<file path="config.mk">
export PLATFORM = sky130hd
export DESIGN_NAME = period_match_timer_8bit
export DESIGN_NICKNAME = d
export VERILOG_FILES = /design/src/inc/pm_timer_pkg.sv /design/src/design/pm_prescaler.sv /design/src/design/pm_postscaler.sv /design/src/design/period_match_timer_8bit.sv
export SDC_FILE = /design/constraint.sdc
export NUM_CORES = 1
export LEC_CHECK = 0
export ABC_AREA = 1
export BUFFER_PORTS_ARGS = -buffer_cell sky130_fd_sc_hd__buf_2
export CAP_MARGIN = 10
export CORE_MARGIN = 4
export CORE_UTILIZATION = 50
export CTS_CLUSTER_DIAMETER = 40
export DETAILED_ROUTE_END_ITERATION = 8
export PLACE_DENSITY = 0.74
export SYNTH_ARGS = -nofsm -noshare
export SYNTH_HDL_FRONTEND = slang
export SYNTH_HIERARCHICAL = 1
export SYNTH_SLANG_ARGS = --single-unit
</file>
<file path="constraint.sdc">
create_clock -name i_clk -period 1.9 [get_ports i_clk]
set_clock_uncertainty 0.2 [all_clocks]
set_input_delay 0.38 -clock i_clk [delete_from_list [all_inputs] [get_ports i_clk]]
set_output_delay 0.38 -clock i_clk [all_outputs]
set_load 0.005 [all_outputs]
</file>
<file path="src/inc/pm_timer_pkg.sv">
// Constants and carriers for the 8-bit period-match timer.
// Assumes a simple strobe register port and one 100 MHz clock.
package pm_timer_pkg;
	// ---------------------------------------------------------------
	// Register offsets
	// ---------------------------------------------------------------
	localparam logic [2:0] ADDR_TIMER_CONTROL = 3'h0;
	localparam logic [2:0] ADDR_PERIOD_COUNT = 3'h1;
	localparam logic [2:0] ADDR_PERIOD_LIMIT = 3'h2;
	localparam logic [2:0] ADDR_INT_FLAGS = 3'h3;
	localparam logic [2:0] ADDR_INT_ENABLE = 3'h4;
	// ---------------------------------------------------------------
	// Field positions
	// ---------------------------------------------------------------
	localparam int CTL_IN_DIV_LSB = 0;
	localparam int CTL_RUN_BIT = 2;
	localparam int CTL_MATCH_DIV_LSB = 3;
	localparam int FLAG_MATCH_BIT = 1;
	localparam logic [7:0] CTL_WRITE_MASK = 8'h7f;
	localparam logic [7:0] FLAGS_WRITE_MASK = 8'h7f;
	localparam logic [7:0] ENABLE_WRITE_MASK = 8'h7f;
	// ---------------------------------------------------------------
	// Reset values
	// ---------------------------------------------------------------
	localparam logic [7:0] RESET_TIMER_CONTROL = 8'h00;
	localparam logic [7:0] RESET_PERIOD_COUNT = 8'h00;
	localparam logic [7:0] RESET_PERIOD_LIMIT = 8'hff;
	localparam logic [7:0] RESET_INT_FLAGS = 8'h00;
	localparam logic [7:0] RESET_INT_ENABLE = 8'h00;
	// ---------------------------------------------------------------
	// Timing counts
	// ---------------------------------------------------------------
	localparam int INSTR_CLK_DIV = 4;
	localparam logic [3:0] PRESCALE_1 = 4'h0;
	localparam logic [3:0] PRESCALE_4 = 4'h3;
	localparam logic [3:0] PRESCALE_16 = 4'hf;
	// ---------------------------------------------------------------
	// Carriers
	// ---------------------------------------------------------------
	typedef struct packed {
		logic [2:0] addr;
		logic [7:0] wdata;
		logic wr;
		logic rd;
	} reg_req_t;
	typedef struct packed {
		logic [3:0] match_div;
		logic run;
		logic [1:0] in_div;
	} ctl_fields_t;
endpackage : pm_timer_pkg

</file>
<file path="src/design/pm_prescaler.sv">
// Instruction clock divider followed by the selectable input prescaler.
// Assumes i_clear is a one-cycle pulse from the register logic.
`timescale 1ns/1ps
module pm_prescaler (
	input wire logic i_clk,
	input wire logic i_reset,
	input wire logic i_clear,
	input wire logic i_run,
	input wire logic [1:0] i_sel,
	output logic o_tick
);
	logic [1:0] phase_r, phase_nxt;
	logic [3:0] pre_r, pre_nxt;
	logic tick_nxt;
	logic [3:0] limit;

	function automatic logic [3:0] pre_limit(input logic [1:0] sel);
		if (sel[1]) begin
			pre_limit = pm_timer_pkg::PRESCALE_16;
		end else if (sel[0]) begin
			pre_limit = pm_timer_pkg::PRESCALE_4;
		end else begin
			pre_limit = pm_timer_pkg::PRESCALE_1;
		end
	endfunction : pre_limit

	always_comb begin
		limit = pre_limit(i_sel);
		phase_nxt = phase_r;
		pre_nxt = pre_r;
		tick_nxt = 1'b0;
		if (i_clear) begin
			phase_nxt = 2'h0;
			pre_nxt = 4'h0;
		end else if (i_run) begin
			phase_nxt = phase_r + 2'h1;
			if (phase_r == 2'(pm_timer_pkg::INSTR_CLK_DIV - 1)) begin
				if (pre_r >= limit) begin
					pre_nxt = 4'h0;
					tick_nxt = 1'b1;
				end else begin
					pre_nxt = pre_r + 4'h1;
				end
			end
		end
	end

	always_ff @(posedge i_clk) begin
		if (i_reset) begin
			phase_r <= 2'h0;
			pre_r <= 4'h0;
			o_tick <= 1'b0;
		end else begin
			phase_r <= phase_nxt;
			pre_r <= pre_nxt;
			o_tick <= tick_nxt;
		end
	end

	property p_stop_hold;
		@(posedge i_clk) disable iff (i_reset)
		(!i_run && !i_clear) |=> (phase_r == $past(phase_r) && pre_r == $past(pre_r));
	endproperty
	a_stop_hold: assert property (p_stop_hold) else $error("prescaler moved while stopped");
	property p_clear;
		@(posedge i_clk) disable iff (i_reset)
		i_clear |=> (phase_r == 2'h0 && pre_r == 4'h0);
	endproperty
	a_clear: assert property (p_clear) else $error("prescaler not cleared");
endmodule : pm_prescaler

</file>
<file path="src/design/pm_postscaler.sv">
// Match postscaler: emits one pulse per (select plus one) matches.
// Assumes i_match is a one-cycle pulse.
`timescale 1ns/1ps
module pm_postscaler (
	input wire logic i_clk,
	input wire logic i_reset,
	input wire logic i_clear,
	input wire logic i_match,
	input wire logic [3:0] i_sel,
	output logic o_event
);
	logic [3:0] post_r, post_nxt;
	logic event_nxt;

	always_comb begin
		post_nxt = post_r;
		event_nxt = 1'b0;
		if (i_clear) begin
			post_nxt = 4'h0;
		end else if (i_match) begin
			if (post_r >= i_sel) begin
				post_nxt = 4'h0;
				event_nxt = 1'b1;
			end else begin
				post_nxt = post_r + 4'h1;
			end
		end
	end

	always_ff @(posedge i_clk) begin
		if (i_reset) begin
			post_r <= 4'h0;
			o_event <= 1'b0;
		end else begin
			post_r <= post_nxt;
			o_event <= event_nxt;
		end
	end

	property p_ratio1;
		@(posedge i_clk) disable iff (i_reset)
		(i_match && !i_clear && i_sel == 4'h0) |=> o_event;
	endproperty
	a_ratio1: assert property (p_ratio1) else $error("1:1 postscale missed");
	property p_no_event;
		@(posedge i_clk) disable iff (i_reset)
		!i_match |=> !o_event;
	endproperty
	a_no_event: assert property (p_no_event) else $error("event without match");
endmodule : pm_postscaler

</file>
<file path="src/design/period_match_timer_8bit.sv">
// Top of the 8-bit period-match timer with its register port.
// Assumes a strobe register master with read data one cycle later.
`timescale 1ns/1ps
module period_match_timer_8bit (
	input wire logic i_clk,
	input wire logic i_reset,
	input wire logic [2:0] i_addr,
	input wire logic [7:0] i_wdata,
	input wire logic i_wr,
	input wire logic i_rd,
	output logic [7:0] o_rdata,
	output logic o_match_flag,
	output logic [7:0] o_count
);
	// ---------------------------------------------------------------
	// Register state
	// ---------------------------------------------------------------
	pm_timer_pkg::reg_req_t req;
	pm_timer_pkg::ctl_fields_t ctl;
	logic [7:0] control_r, control_nxt;
	logic [7:0] count_r, count_nxt;
	logic [7:0] limit_r, limit_nxt;
	logic [7:0] flags_r, flags_nxt;
	logic [7:0] enable_r, enable_nxt;
	logic [7:0] rdata_nxt;
	logic tick;
	logic post_event;
	logic match_pulse;
	logic div_clear;
	logic wr_count;
	logic wr_ctl;

	// ---------------------------------------------------------------
	// Decoding
	// ---------------------------------------------------------------
	function automatic logic wr_hit(input pm_timer_pkg::reg_req_t r, input logic [2:0] a);
		wr_hit = r.wr && r.addr == a;
	endfunction : wr_hit

	function automatic logic rd_hit(input pm_timer_pkg::reg_req_t r, input logic [2:0] a);
		rd_hit = r.rd && r.addr == a;
	endfunction : rd_hit

	assign req = '{addr: i_addr, wdata: i_wdata, wr: i_wr, rd: i_rd};
	assign ctl = control_r[6:0];
	assign wr_count = wr_hit(req, pm_timer_pkg::ADDR_PERIOD_COUNT);
	assign wr_ctl = wr_hit(req, pm_timer_pkg::ADDR_TIMER_CONTROL);
	assign div_clear = wr_count || wr_ctl;
	assign match_pulse = tick && ctl.run && count_r == limit_r && !wr_count;

	// ---------------------------------------------------------------
	// Dividers
	// ---------------------------------------------------------------
	pm_prescaler pm_prescaler_i (
		.i_clk(i_clk),
		.i_reset(i_reset),
		.i_clear(div_clear),
		.i_run(ctl.run),
		.i_sel(ctl.in_div),
		.o_tick(tick)
	);

	pm_postscaler pm_postscaler_i (
		.i_clk(i_clk),
		.i_reset(i_reset),
		.i_clear(div_clear),
		.i_match(match_pulse),
		.i_sel(ctl.match_div),
		.o_event(post_event)
	);

	// ---------------------------------------------------------------
	// Next-state logic
	// ---------------------------------------------------------------
	always_comb begin
		control_nxt = control_r;
		count_nxt = count_r;
		limit_nxt = limit_r;
		flags_nxt = flags_r;
		enable_nxt = enable_r;
		rdata_nxt = 8'h00;
		if (tick && ctl.run) begin
			if (count_r == limit_r) begin
				count_nxt = 8'h00;
			end else begin
				count_nxt = count_r + 8'h01;
			end
		end
		if (req.wr) begin
			case (req.addr)
				pm_timer_pkg::ADDR_TIMER_CONTROL: begin
					control_nxt = req.wdata & pm_timer_pkg::CTL_WRITE_MASK;
				end
				pm_timer_pkg::ADDR_PERIOD_COUNT: begin
					count_nxt = req.wdata;
				end
				pm_timer_pkg::ADDR_PERIOD_LIMIT: begin
					limit_nxt = req.wdata;
				end
				pm_timer_pkg::ADDR_INT_FLAGS: begin
					flags_nxt = req.wdata & pm_timer_pkg::FLAGS_WRITE_MASK;
				end
				pm_timer_pkg::ADDR_INT_ENABLE: begin
					enable_nxt = req.wdata & pm_timer_pkg::ENABLE_WRITE_MASK;
				end
				default: begin
				end
			endcase
		end
		if (post_event) begin
			flags_nxt[pm_timer_pkg::FLAG_MATCH_BIT] = 1'b1;
		end
		if (req.rd) begin
			case (req.addr)
				pm_timer_pkg::ADDR_TIMER_CONTROL: rdata_nxt = control_r;
				pm_timer_pkg::ADDR_PERIOD_COUNT: rdata_nxt = count_r;
				pm_timer_pkg::ADDR_PERIOD_LIMIT: rdata_nxt = limit_r;
				pm_timer_pkg::ADDR_INT_FLAGS: rdata_nxt = flags_r;
				pm_timer_pkg::ADDR_INT_ENABLE: rdata_nxt = enable_r;
				default: rdata_nxt = 8'h00;
			endcase
		end
	end

	// ---------------------------------------------------------------
	// Registers
	// ---------------------------------------------------------------
	always_ff @(posedge i_clk) begin
		if (i_reset) begin
			control_r <= pm_timer_pkg::RESET_TIMER_CONTROL;
			count_r <= pm_timer_pkg::RESET_PERIOD_COUNT;
			limit_r <= pm_timer_pkg::RESET_PERIOD_LIMIT;
			flags_r <= pm_timer_pkg::RESET_INT_FLAGS;
			enable_r <= pm_timer_pkg::RESET_INT_ENABLE;
			o_rdata <= 8'h00;
			o_match_flag <= 1'b0;
			o_count <= pm_timer_pkg::RESET_PERIOD_COUNT;
		end else begin
			control_r <= control_nxt;
			count_r <= count_nxt;
			limit_r <= limit_nxt;
			flags_r <= flags_nxt;
			enable_r <= enable_nxt;
			o_rdata <= rdata_nxt;
			o_match_flag <= flags_nxt[pm_timer_pkg::FLAG_MATCH_BIT];
			o_count <= count_nxt;
		end
	end

	// ---------------------------------------------------------------
	// Assertions
	// ---------------------------------------------------------------
	property p_bit7_zero;
		@(posedge i_clk) disable iff (i_reset)
		control_r[7] == 1'b0;
	endproperty
	a_bit7_zero: assert property (p_bit7_zero) else $error("control bit 7 set");
	property p_ctl_keeps_count;
		@(posedge i_clk) disable iff (i_reset)
		(wr_ctl && !(tick && ctl.run)) |=> count_r == $past(count_r);
	endproperty
	a_ctl_keeps_count: assert property (p_ctl_keeps_count) else $error("count changed");
	property p_stop_hold;
		@(posedge i_clk) disable iff (i_reset)
		(!ctl.run && !wr_count) |=> count_r == $past(count_r);
	endproperty
	a_stop_hold: assert property (p_stop_hold) else $error("count moved while stopped");
	property p_wrap;
		@(posedge i_clk) disable iff (i_reset)
		(tick && ctl.run && count_r == limit_r && !wr_count) |=> count_r == 8'h00;
	endproperty
	a_wrap: assert property (p_wrap) else $error("count did not wrap");
	property p_step;
		@(posedge i_clk) disable iff (i_reset)
		(tick && ctl.run && count_r != limit_r && !wr_count) |=> count_r == $past(count_r) + 8'h01;
	endproperty
	a_step: assert property (p_step) else $error("count did not step");
	property p_flag_sticky;
		@(posedge i_clk) disable iff (i_reset)
		(o_match_flag && !(req.wr && req.addr == pm_timer_pkg::ADDR_INT_FLAGS)) |=> o_match_flag;
	endproperty
	a_flag_sticky: assert property (p_flag_sticky) else $error("flag dropped");
	property p_event_sets;
		@(posedge i_clk) disable iff (i_reset)
		post_event |=> o_match_flag;
	endproperty
	a_event_sets: assert property (p_event_sets) else $error("flag not set");
	property p_read_count;
		@(posedge i_clk) disable iff (i_reset)
		(req.rd && req.addr == pm_timer_pkg::ADDR_PERIOD_COUNT) |=> o_rdata == $past(count_r);
	endproperty
	a_read_count: assert property (p_read_count) else $error("bad count read");
	property p_count_idle;
		@(posedge i_clk) disable iff (i_reset)
		(!(tick && ctl.run) && !wr_count) |=> count_r == $past(count_r);
	endproperty
	a_count_idle: assert property (p_count_idle) else $error("count moved without tick");
	property p_match_post;
		@(posedge i_clk) disable iff (i_reset)
		(match_pulse && !div_clear && ctl.match_div == 4'h0) |=> post_event;
	endproperty
	a_match_post: assert property (p_match_post) else $error("match lost at 1:1");
	property p_post_needs_match;
		@(posedge i_clk) disable iff (i_reset)
		post_event |-> $past(match_pulse);
	endproperty
	a_post_needs_match: assert property (p_post_needs_match) else $error("stray event");
	property p_no_match_stopped;
		@(posedge i_clk) disable iff (i_reset)
		!ctl.run |=> !post_event;
	endproperty
	a_no_match_stopped: assert property (p_no_match_stopped) else $error("event while off");
	property p_tick_stopped;
		@(posedge i_clk) disable iff (i_reset)
		(!ctl.run && !div_clear) |=> !tick;
	endproperty
	a_tick_stopped: assert property (p_tick_stopped) else $error("tick while off");
	property p_clear_tick;
		@(posedge i_clk) disable iff (i_reset)
		div_clear |=> !tick;
	endproperty
	a_clear_tick: assert property (p_clear_tick) else $error("tick after divider clear");
	property p_flag_clear;
		@(posedge i_clk) disable iff (i_reset)
		(wr_hit(req, pm_timer_pkg::ADDR_INT_FLAGS) && !i_wdata[pm_timer_pkg::FLAG_MATCH_BIT]
			&& !post_event) |=> !o_match_flag;
	endproperty
	a_flag_clear: assert property (p_flag_clear) else $error("flag not cleared");

	// ---------------------------------------------------------------
	// Register port checks
	// ---------------------------------------------------------------
	property p_count_write;
		@(posedge i_clk) disable iff (i_reset)
		wr_count |=> count_r == $past(i_wdata);
	endproperty
	a_count_write: assert property (p_count_write) else $error("count write lost");
	property p_limit_write;
		@(posedge i_clk) disable iff (i_reset)
		wr_hit(req, pm_timer_pkg::ADDR_PERIOD_LIMIT) |=> limit_r == $past(i_wdata);
	endproperty
	a_limit_write: assert property (p_limit_write) else $error("limit write lost");
	property p_limit_hold;
		@(posedge i_clk) disable iff (i_reset)
		!wr_hit(req, pm_timer_pkg::ADDR_PERIOD_LIMIT) |=> limit_r == $past(limit_r);
	endproperty
	a_limit_hold: assert property (p_limit_hold) else $error("limit changed");
	property p_ctl_write;
		@(posedge i_clk) disable iff (i_reset)
		wr_ctl |=> control_r == ($past(i_wdata) & pm_timer_pkg::CTL_WRITE_MASK);
	endproperty
	a_ctl_write: assert property (p_ctl_write) else $error("control write wrong");
	property p_enable_write;
		@(posedge i_clk) disable iff (i_reset)
		wr_hit(req, pm_timer_pkg::ADDR_INT_ENABLE)
			|=> enable_r == ($past(i_wdata) & pm_timer_pkg::ENABLE_WRITE_MASK);
	endproperty
	a_enable_write: assert property (p_enable_write) else $error("enable write wrong");
	property p_read_limit;
		@(posedge i_clk) disable iff (i_reset)
		rd_hit(req, pm_timer_pkg::ADDR_PERIOD_LIMIT) |=> o_rdata == $past(limit_r);
	endproperty
	a_read_limit: assert property (p_read_limit) else $error("bad limit read");
	property p_read_ctl;
		@(posedge i_clk) disable iff (i_reset)
		rd_hit(req, pm_timer_pkg::ADDR_TIMER_CONTROL) |=> o_rdata == $past(control_r) && !o_rdata[7];
	endproperty
	a_read_ctl: assert property (p_read_ctl) else $error("bad control read");
	property p_read_flags;
		@(posedge i_clk) disable iff (i_reset)
		rd_hit(req, pm_timer_pkg::ADDR_INT_FLAGS) |=> o_rdata == $past(flags_r);
	endproperty
	a_read_flags: assert property (p_read_flags) else $error("bad flags read");
	property p_read_enable;
		@(posedge i_clk) disable iff (i_reset)
		rd_hit(req, pm_timer_pkg::ADDR_INT_ENABLE) |=> o_rdata == $past(enable_r);
	endproperty
	a_read_enable: assert property (p_read_enable) else $error("bad enable read");
	property p_rdata_idle;
		@(posedge i_clk) disable iff (i_reset)
		!req.rd |=> o_rdata == 8'h00;
	endproperty
	a_rdata_idle: assert property (p_rdata_idle) else $error("read data without read");

	// ---------------------------------------------------------------
	// Coverage
	// ---------------------------------------------------------------
	c_match: cover property (@(posedge i_clk) disable iff (i_reset) match_pulse);
	c_event: cover property (@(posedge i_clk) disable iff (i_reset) post_event);
	c_ctl_write: cover property (@(posedge i_clk) disable iff (i_reset) wr_ctl && ctl.run);
	c_flag_clear: cover property (@(posedge i_clk) disable iff (i_reset)
		wr_hit(req, pm_timer_pkg::ADDR_INT_FLAGS) && o_match_flag);
	c_stopped_equal: cover property (@(posedge i_clk) disable iff (i_reset)
		!ctl.run && count_r == limit_r);
endmodule : period_match_timer_8bit

</file>
== Word-level counts from Yosys, hierarchy flattened ==
Cells that the tools add are included.
Widths: inputs -> output; s select.

* Output and inout port bits: 17
* Word-level logic and storage cells: 62
* Bits in registers: 57
* Input bits: 15

* Mux-type cells: 14
* Add/subtract/negate cells: 4
* Reduce and logical (&&, ||, !) cells: 20
* Eq/ne operators: 6
* Order comparisons: 2
* Bitwise logic cells: 4

{| class="wikitable"
|+ Operators by type and width
! kind !! number
|-
| $pmux 8 s5 || 1
|-
| $mux 8 || 4
|-
| $mux 4 || 3
|-
| $reduce_and 2->1 || 6
|-
| $add 4x1->4 const B || 2
|-
| $add 8x1->8 const B || 1
|-
| $eq 8x8->1 || 1
|-
| $ge 4x4->1 || 2
|-
| $eq 3x2->1 const B || 2
|-
| $mux 2 || 3
|-
| $logic_and 1x1->1 || 5
|-
| $not 1->1 || 4
|-
| $reduce_bool 2->1 || 2
|-
| $reduce_or 2->1 || 2
|-
| $reduce_or 4->1 || 1
|-
| $eq 3x1->1 const B || 1
|-
| $eq 3x3->1 const B || 1
|-
| $logic_not 3->1 || 1
|-
| $mux 1 || 3
|-
| $reduce_or 3->1 || 1
|-
| $add 2x1->2 const B || 1
|-
| $eq 2x2->1 const B || 1
|-
| $logic_not 1->1 || 1
|-
| $logic_or 1x1->1 || 1
|}

== Depth between registers and ports, before layout ==
Gate-level depths: netlist (run 1).

* Word-level depth: 6
* Depth in mapped cells: 12
* Depth with buffers taken out: 12

== By module ==
Netlist (run 1), hierarchy kept.

{| class="wikitable"
|+ Modules (own cells, without submodules)
! module !! area each (um^2) !! cells each !! instances !! seq. area each (um^2)
|-
| period_match_timer_8bit || 2129.5 || 299 || 1 || 900.9
|-
| pm_prescaler || 401.6 || 54 || 1 || 140.1
|-
| pm_postscaler || 314.1 || 40 || 1 || 100.1
|}

== Least setup slack after synthesis (run 1) ==
No wires, ideal clock.

* Path kind: input-to-reg
* Start point: input i_addr[1]
* End point: register pm_postscaler_i.post_r[3]
* Cell stages on the path: 10
* Slack: 0.181 ns
* Library setup time: 0.116 ns
* Buffers on the path: 1
* Arrival time: 1.404 ns
* Required time: 1.584 ns
* Cell sequence: inv_1 > nand2_4 > nor2_4 > inv_2 > nand4_1 > inv_1 > buf_4 > nand4_1 > xor2_1 > nor2_1

* Cells in the longest elaborated chain, start to end: 4
* Elaborated cells on any way between the ends: 8
* Classes of those cells: eq/ne: 1; reduce/logical: 7

{| class="wikitable"
|+ RTL lines
! element !! line !! source
|-
| start: declaration || period_match_timer_8bit.sv:7 || <nowiki>input wire logic [2:0] i_addr,</nowiki>
|-
| $eq 3x1->1 || period_match_timer_8bit.sv:37 || <nowiki>wr_hit = r.wr && r.addr == a;</nowiki>
|-
| $logic_and 1x1->1 || period_match_timer_8bit.sv:37 ||
|-
| $logic_not 1->1 || period_match_timer_8bit.sv:49 || <nowiki>assign match_pulse = tick && ctl.run && count_r == limit_r && !wr_count;</nowiki>
|-
| $logic_and 1x1->1 || period_match_timer_8bit.sv:49 ||
|-
| named net match_pulse || period_match_timer_8bit.sv:28 || <nowiki>logic match_pulse;</nowiki>
|-
| end signal: assignment || pm_postscaler.sv:35 || <nowiki>post_r <= post_nxt;</nowiki>
|-
| end: declaration || pm_postscaler.sv:12 || <nowiki>logic [3:0] post_r, post_nxt;</nowiki>
|}

The timed path passes the listed nets, and every way through them passes these cells.
A chain may end at the register's enable or synchronous reset.

== Final worst setup path (run 1) ==
* Start point: register count_r[4]
* End point: register pm_postscaler_i.post_r[3]

* Cells in the longest elaborated chain, start to end: 3

{| class="wikitable"
|+ RTL lines
! element !! line !! source
|-
| start: declaration || period_match_timer_8bit.sv:21 || <nowiki>logic [7:0] count_r, count_nxt;</nowiki>
|-
| start signal: assignment || period_match_timer_8bit.sv:131 || <nowiki>count_r <= pm_timer_pkg::RESET_PERIOD_COUNT;</nowiki>
|-
| start signal: assignment || period_match_timer_8bit.sv:140 || <nowiki>count_r <= count_nxt;</nowiki>
|-
| $eq 8x8->1 || period_match_timer_8bit.sv:49 ||
|-
| $logic_and 1x1->1 (2 in series) || period_match_timer_8bit.sv:49 ||
|-
| named net match_pulse || period_match_timer_8bit.sv:28 ||
|}

The timed path passes the listed nets, and every way through them passes these cells.

==> results of run 1 <==
synthesized netlist by cell type, types with 2 or more instances:
library cell  number
dfxtp_1           57
o21ai_0           20
o22ai_1            7
o221ai_1           3
nand2_2            2
o21ai_1            6
xor2_1             6
buf_4              3
a21oi_1           35
nand3_1           19
nor2_2             4
inv_1             55
nand4_1            8
nand2_1           88
inv_2              3
clkbuf_1           2
o211ai_1           5
buf_2              6
nor3_1             2
xnor2_1            8
nor2_1            31
ha_1              12
worst max-delay path: stages, from the launching register on:
cell,delay [ns]
dfxtp_1,0.41
nand2_1,0.10
nand2_1,0.07
nand2_1,0.07
nor2_2,0.17
nand4_1,0.17
inv_2,0.15
nand4_1,0.11
xor2_1,0.15
nor2_1,0.06
state kept, by name, indices dropped and copies added (netlist names):
signal,count
pm_prescaler_i/o_tick,1
count_r,8
pm_prescaler_i/phase_r,2
pm_prescaler_i/pre_r,4
flags_r,7
enable_r,7
control_r,7
pm_postscaler_i/post_r,4
pm_postscaler_i/o_event,1
o_rdata,8
limit_r,8
layer usage:
metal / wire length, um / track usage (%)
met2: 3480 / 36.5
met5: 0 / 0
met1: 3240 / 26.3
met3: 376 / 4.07
met4: 173 / 10.4
power breakdown:
| group | total [mW] | internal (mW) | switching [mW] |
|---|---|---|---|
| clock network | 1.31 | 0.805 | 0.502 |
| registers | 1.24 | 1.22 | 0.0168 |
| logic | 0.233 | 0.0852 | 0.148 |
cells in the final DEF (no fill, tap or decap), types with 11 or more instances in the layout:
cell	synthesis	layout
a21oi_1	35	35
buf_2	6	31
buf_4	3	19
clkbuf_8	0	11
dfxtp_1	57	57
ha_1	12	12
inv_1	55	53
nand2_1	88	88
nand3_1	19	19
nor2_1	31	29
o21ai_0	20	20
repair_timing:
| item | 4_1_cts | 5_1_grt |
|---|---|---|
| resized for setup | 0 | 4 |
| endpoints found under the setup margin | 0 | 4 |
| setup buffers | 0 | 1 |
logic make-up (layout without fill, tap and decap cells):
group           Yosys count  after routing
compound gates           79             79
xor+xnor                 14             14
fa+ha+maj                12             12
flops                    57             57
mux                       1              1
simple gates            159            159
buf+inv                  71            125
worst max path at each step:
stage,startpoint,to,depth (start not counted)
global route,count_r[0],pm_postscaler_i/post_r[3],10
global placement,count_r[0],pm_postscaler_i/post_r[3],10
CTS,count_r[0],pm_postscaler_i/post_r[3],10
detailed placement,count_r[0],pm_postscaler_i/post_r[3],10
finish,count_r[4],pm_postscaler_i/post_r[3],9
floorplan,i_addr[1],pm_postscaler_i/post_r[3],10
final cells by class:
| type | count | share of cell area (%) |
|---|---|---|
| inverter | 59 | 6.52 |
| multi-input combinational | 265 | 41.7 |
| clock buffer | 11 | 4.46 |
| clock inverter | 5 | 2.28 |
| tap | 72 | 2.65 |
| sequential | 57 | 33.6 |
| timing repair buffer | 50 | 8.77 |
==> results.toml, run 1 <==
[run_status]
outcome = "finished, final reports clean"

[yosys]
yosys_warnings = 6
synth.distinct_cells = 33
synth_edf_count = 0
synth_mux_area_share_pct = 0.352
syn_nets = 420
synth_compound_area_share_pct = 15.3
synth_area_leaders = "dfxtp_1 (40%), nand2_1 (12%), inv_1 (7.3%)"
async_flop_share_pct = 0
yosys.area_share.simple_pct = 24.4
synth_fa_ha_area_share_pct = 5.28
synth_top_family_by_area = "simple AND/OR/NAND/NOR gates"
synth_top_area_cell = "dfxtp_1"
synthesis.area_sq_um = 2850
yosysSeqAreaShare_pct = 40.1
synth_top_area_share_pct = 40.1
synth-seq-cells = 57
synthCells = 393
synthXorXnorAreaFrac_pct = 4.31
syn_avg_cell_area_sq_um = 7.24
synth_ff_type = "dfxtp_1"

[drt]
routedWlPerCell_um = 14.0
drtAntennaViolNets = 0
drt-pass1-iter-count = 5
remaining_drc_errors = 0
num_vias = 2710
wl_um = 7270
drtIter0Drc = 186
vias_per_cell = 5.22

[finish]
drive_above_1_share_pct = 18.6
antennaDiodeCount = 0
seqCellArea_sq_um = 1140
finalNetCount = 469
multi_input_area_sq_um = 1420
nFillCells = 506
postLayoutCoreUtil_pct = 61.7
syn2layout_area_growth_pct = 19.3
final_cells = 519
final_area_sq_um = 3400

[placed_design]
port_buffers = 31
post-place-ws_ns = 0.0439
dpl.hpwl_um = 5350
dp.cells = 502
dpl_cell_area_sq_um = 3150
gp_congestion = 0.915

[critical_path]
crit_fanout = 6
crit_path_end_kind = "flop"
r2r_end = "pm_postscaler_i/post_r[3]"
path_class = "flop to flop"
r2r_start = "count_r[4]"
rr_worst_depth = 9
worstPathRequired_ns = 1.94
startpoint_type = "flop"
r2r_setup_slack_ns = 0.12
arrival_ns = 1.82

[die]
chipHeight_um = 83.4
initial_core_util_pct = 51.7
die_w_um = 83.4
core.rowCount = 27
dieArea_sq_um = 6960
coreArea_sq_um = 5510
ios = 32

[cts]
h-tree-depth = 3
worstSkewPairLatency_ns = 0.35
cts_tree = "built"
hold_buffers = 0
root_buffer = "clkbuf_8"
clock_path_buffers = 2
cts_sinks = 57
clk_pin_slew_ns = 0.06
cts_made_buffers = 9

[sta]
max_freq_mhz = 561
finalMaxSlewViolations = 0
setup_ws_ns = 0.118
tightest_slew_ns = 0.492
min_period_ns = 1.78
slew_headroom_pct = 66.9
fin_crit_sh_pct = 93.8
hold-worst-slack_ns = 0.0762
setup_tns_ns = 0
final-setup-viol-count = 0
hold_viol = 0

[job]
drv_cap = 0

[min_path]
hold_path_class = "input port to flop"
min_delay_path_depth = 3
min_from = "i_wdata[7]"
min_to = "limit_r[7]"

[global_routing]
antenna_found_initial = 0
grt_max_degree = 16
grt-ovfl-total = 0
grt_pass1_wl_um = 11900
grt_pass1_vias = 2509
grt_usage_pct = 21.6

[power_and_ir_drop]
static-leakage-power_nw = 1.52
finalPower_mw = 2.78
p_per_area_nw_per_um2 = 819
ir_worst_vdd_uv = 496
No activity file was read; power rests on OpenSTA's default activity.
==> inputs of run 2 (changes only) <==
--- a/config.mk
+++ b/config.mk
@@ -8,11 +8,14 @@
 export ABC_AREA = 1
 export BUFFER_PORTS_ARGS = -buffer_cell sky130_fd_sc_hd__buf_2
 export CAP_MARGIN = 10
+export CELL_PAD_IN_SITES_DETAIL_PLACEMENT = 0
+export CELL_PAD_IN_SITES_GLOBAL_PLACEMENT = 2
 export CORE_MARGIN = 4
-export CORE_UTILIZATION = 50
+export CORE_UTILIZATION = 33
 export CTS_CLUSTER_DIAMETER = 40
 export DETAILED_ROUTE_END_ITERATION = 8
-export PLACE_DENSITY = 0.74
+export GPL_TIMING_DRIVEN = 0
+export PLACE_DENSITY = 0.83
 export SYNTH_ARGS = -nofsm -noshare
 export SYNTH_HDL_FRONTEND = slang
 export SYNTH_HIERARCHICAL = 1
==> results.toml, run 2 (same netlist as run 1, synthesis figures left out) <==
[run_status]
outcome = "finished, final reports clean"

[drt]
drt-pass1-iter-count = 4
drtAntennaViolNets = 0
drtIter0Drc = 115
wl_um = 7770
remaining_drc_errors = 0
vias_per_cell = 4.65
routedWlPerCell_um = 14.1
num_vias = 2554

[cts]
clock_path_buffers = 2
worstSkewPairLatency_ns = 0.34
cts_sinks = 57
root_buffer = "clkbuf_8"
clk_pin_slew_ns = 0.07
h-tree-depth = 3
cts_tree = "built"
hold_buffers = 0
cts_made_buffers = 9

[power_and_ir_drop]
p_per_area_nw_per_um2 = 744
ir_worst_vdd_uv = 402
finalPower_mw = 2.52
static-leakage-power_nw = 1.49

[die]
chipHeight_um = 101
coreArea_sq_um = 8300
initial_core_util_pct = 34.3
die_w_um = 101
core.rowCount = 33
ios = 32
dieArea_sq_um = 10200

[critical_path]
crit_path_end_kind = "flop"
startpoint_type = "flop"
path_buf_inv = 3
cp_cell_sequence = "buf_6, xnor2_2, nand2_1, nor2_2, nand4_1, inv_1, buf_6, nand4_1, xor2_1, nor2_1"
arrival_ns = 1.86
path_class = "flop to flop"
cp_slowest_stage_delay_ns = 0.32
crit_fanout = 6
crit_path_top_delay_cell = "dfxtp_2"
crit_family = "simple AND/OR/NAND/NOR gates"
worstPathRequired_ns = 1.93

[min_path]
hold_path_class = "input port to flop"

[global_routing]
antenna_found_initial = 0
grt_pass1_wl_um = 12600
grt-ovfl-total = 0
grt_pass1_vias = 2459
grt_usage_pct = 16.5
grt_max_degree = 11

[sta]
slew_headroom_pct = 66.9
hold_viol = 0
fin_crit_sh_pct = 96.0
finalMaxSlewViolations = 0
rsz0062_at_grt = "true"
tightest_slew_ns = 0.496
max_freq_mhz = 548
setup_ws_ns = 0.0751
final-setup-viol-count = 0
min_period_ns = 1.82

[placed_design]
port_buffers = 31
dpl.hpwl_um = 5840
dpl_cell_area_sq_um = 3130
gp_congestion = 0.775
post-place-ws_ns = -0.207

[finish]
final_area_sq_um = 3390
reg_top3 = "count_r: 8 flops, limit_r: 8 flops, o_rdata: 8 flops"
drive_above_1_share_pct = 19.8
final_cell_mix = "nand2_1 (87), inv_1 (53), dfxtp_1 (49), buf_2 (36), a21oi_1 (35)"
finalNetCount = 466
antennaDiodeCount = 0
syn2layout_area_growth_pct = 19.0
layout_commonest_cell = "nand2_1"

[job]
drv_cap = 0
[run 2: metrics by stage]
stage	std cells	hold WS (ns)	util, %	TNS (ns)
after floorplan	393	0.218	-	0
after global placement	529	0.242	37.7	-2.02
after detailed placement	529	0.242	37.7	-2.08
after CTS	545	0.0312	40.0	0
after global routing	549	0.0421	40.8	-0.111
final	549	0.0471	40.8	0
[run 2: path summary, 6_finish.rpt]
path	startpoint	endpoint	slack [ns]	depth (start not counted)
setup reg to reg	count_r[2]	pm_postscaler_i/post_r[3]	0.08	10
hold / removal	i_reset	pm_prescaler_i/phase_r[0]	0.05	2
setup / recovery	count_r[2]	pm_postscaler_i/post_r[3]	0.08	10
hold reg to reg	flags_r[6]	flags_r[6]	0.26	2
[run 2: routing by layer]
| layer | GRT usage (%) | up-vias | wire length (um) |
|---|---|---|---|
| met4 | 4.35 | 0 | 63 |
| met2 | 26.4 | 44 | 3650 |
| li1 | - | 1369 | - |
| met5 | 0 | - | 0 |
| met3 | 4.98 | 7 | 356 |
| met1 | 21.5 | 1134 | 3700 |
[run 2: where the power goes]
part	internal [mW]	switching, mW	total (mW)
Sequential	1.22	0.0199	1.24
Combinational	0.0808	0.147	0.228
Clock	0.536	0.509	1.05
[run 2: layout make-up]
| class | instances | area [sq um] |
|---|---|---|
| Fill cell | 888 | 4910 |
| Clock inverter | 5 | 30.0 |
| Tap cell | 105 | 131 |
| Inverter | 59 | 221 |
| Timing Repair Buffer | 35 | 185 |
| Sequential cell | 57 | 1150 |
| Multi-Input combinational cell | 265 | 1430 |
| Buffer | 12 | 81.3 |
| Clock buffer | 11 | 151 |
[run 2: timing repair]
| item | CTS | global route |
|---|---|---|
| endpoints found under the hold margin | 0 | 0 |
| pin swaps | 1 | 7 |
| buffers inserted | 0 | 4 |
| gates resized for setup | 5 | 15 |
| endpoints found under the setup margin | 3 | 4 |
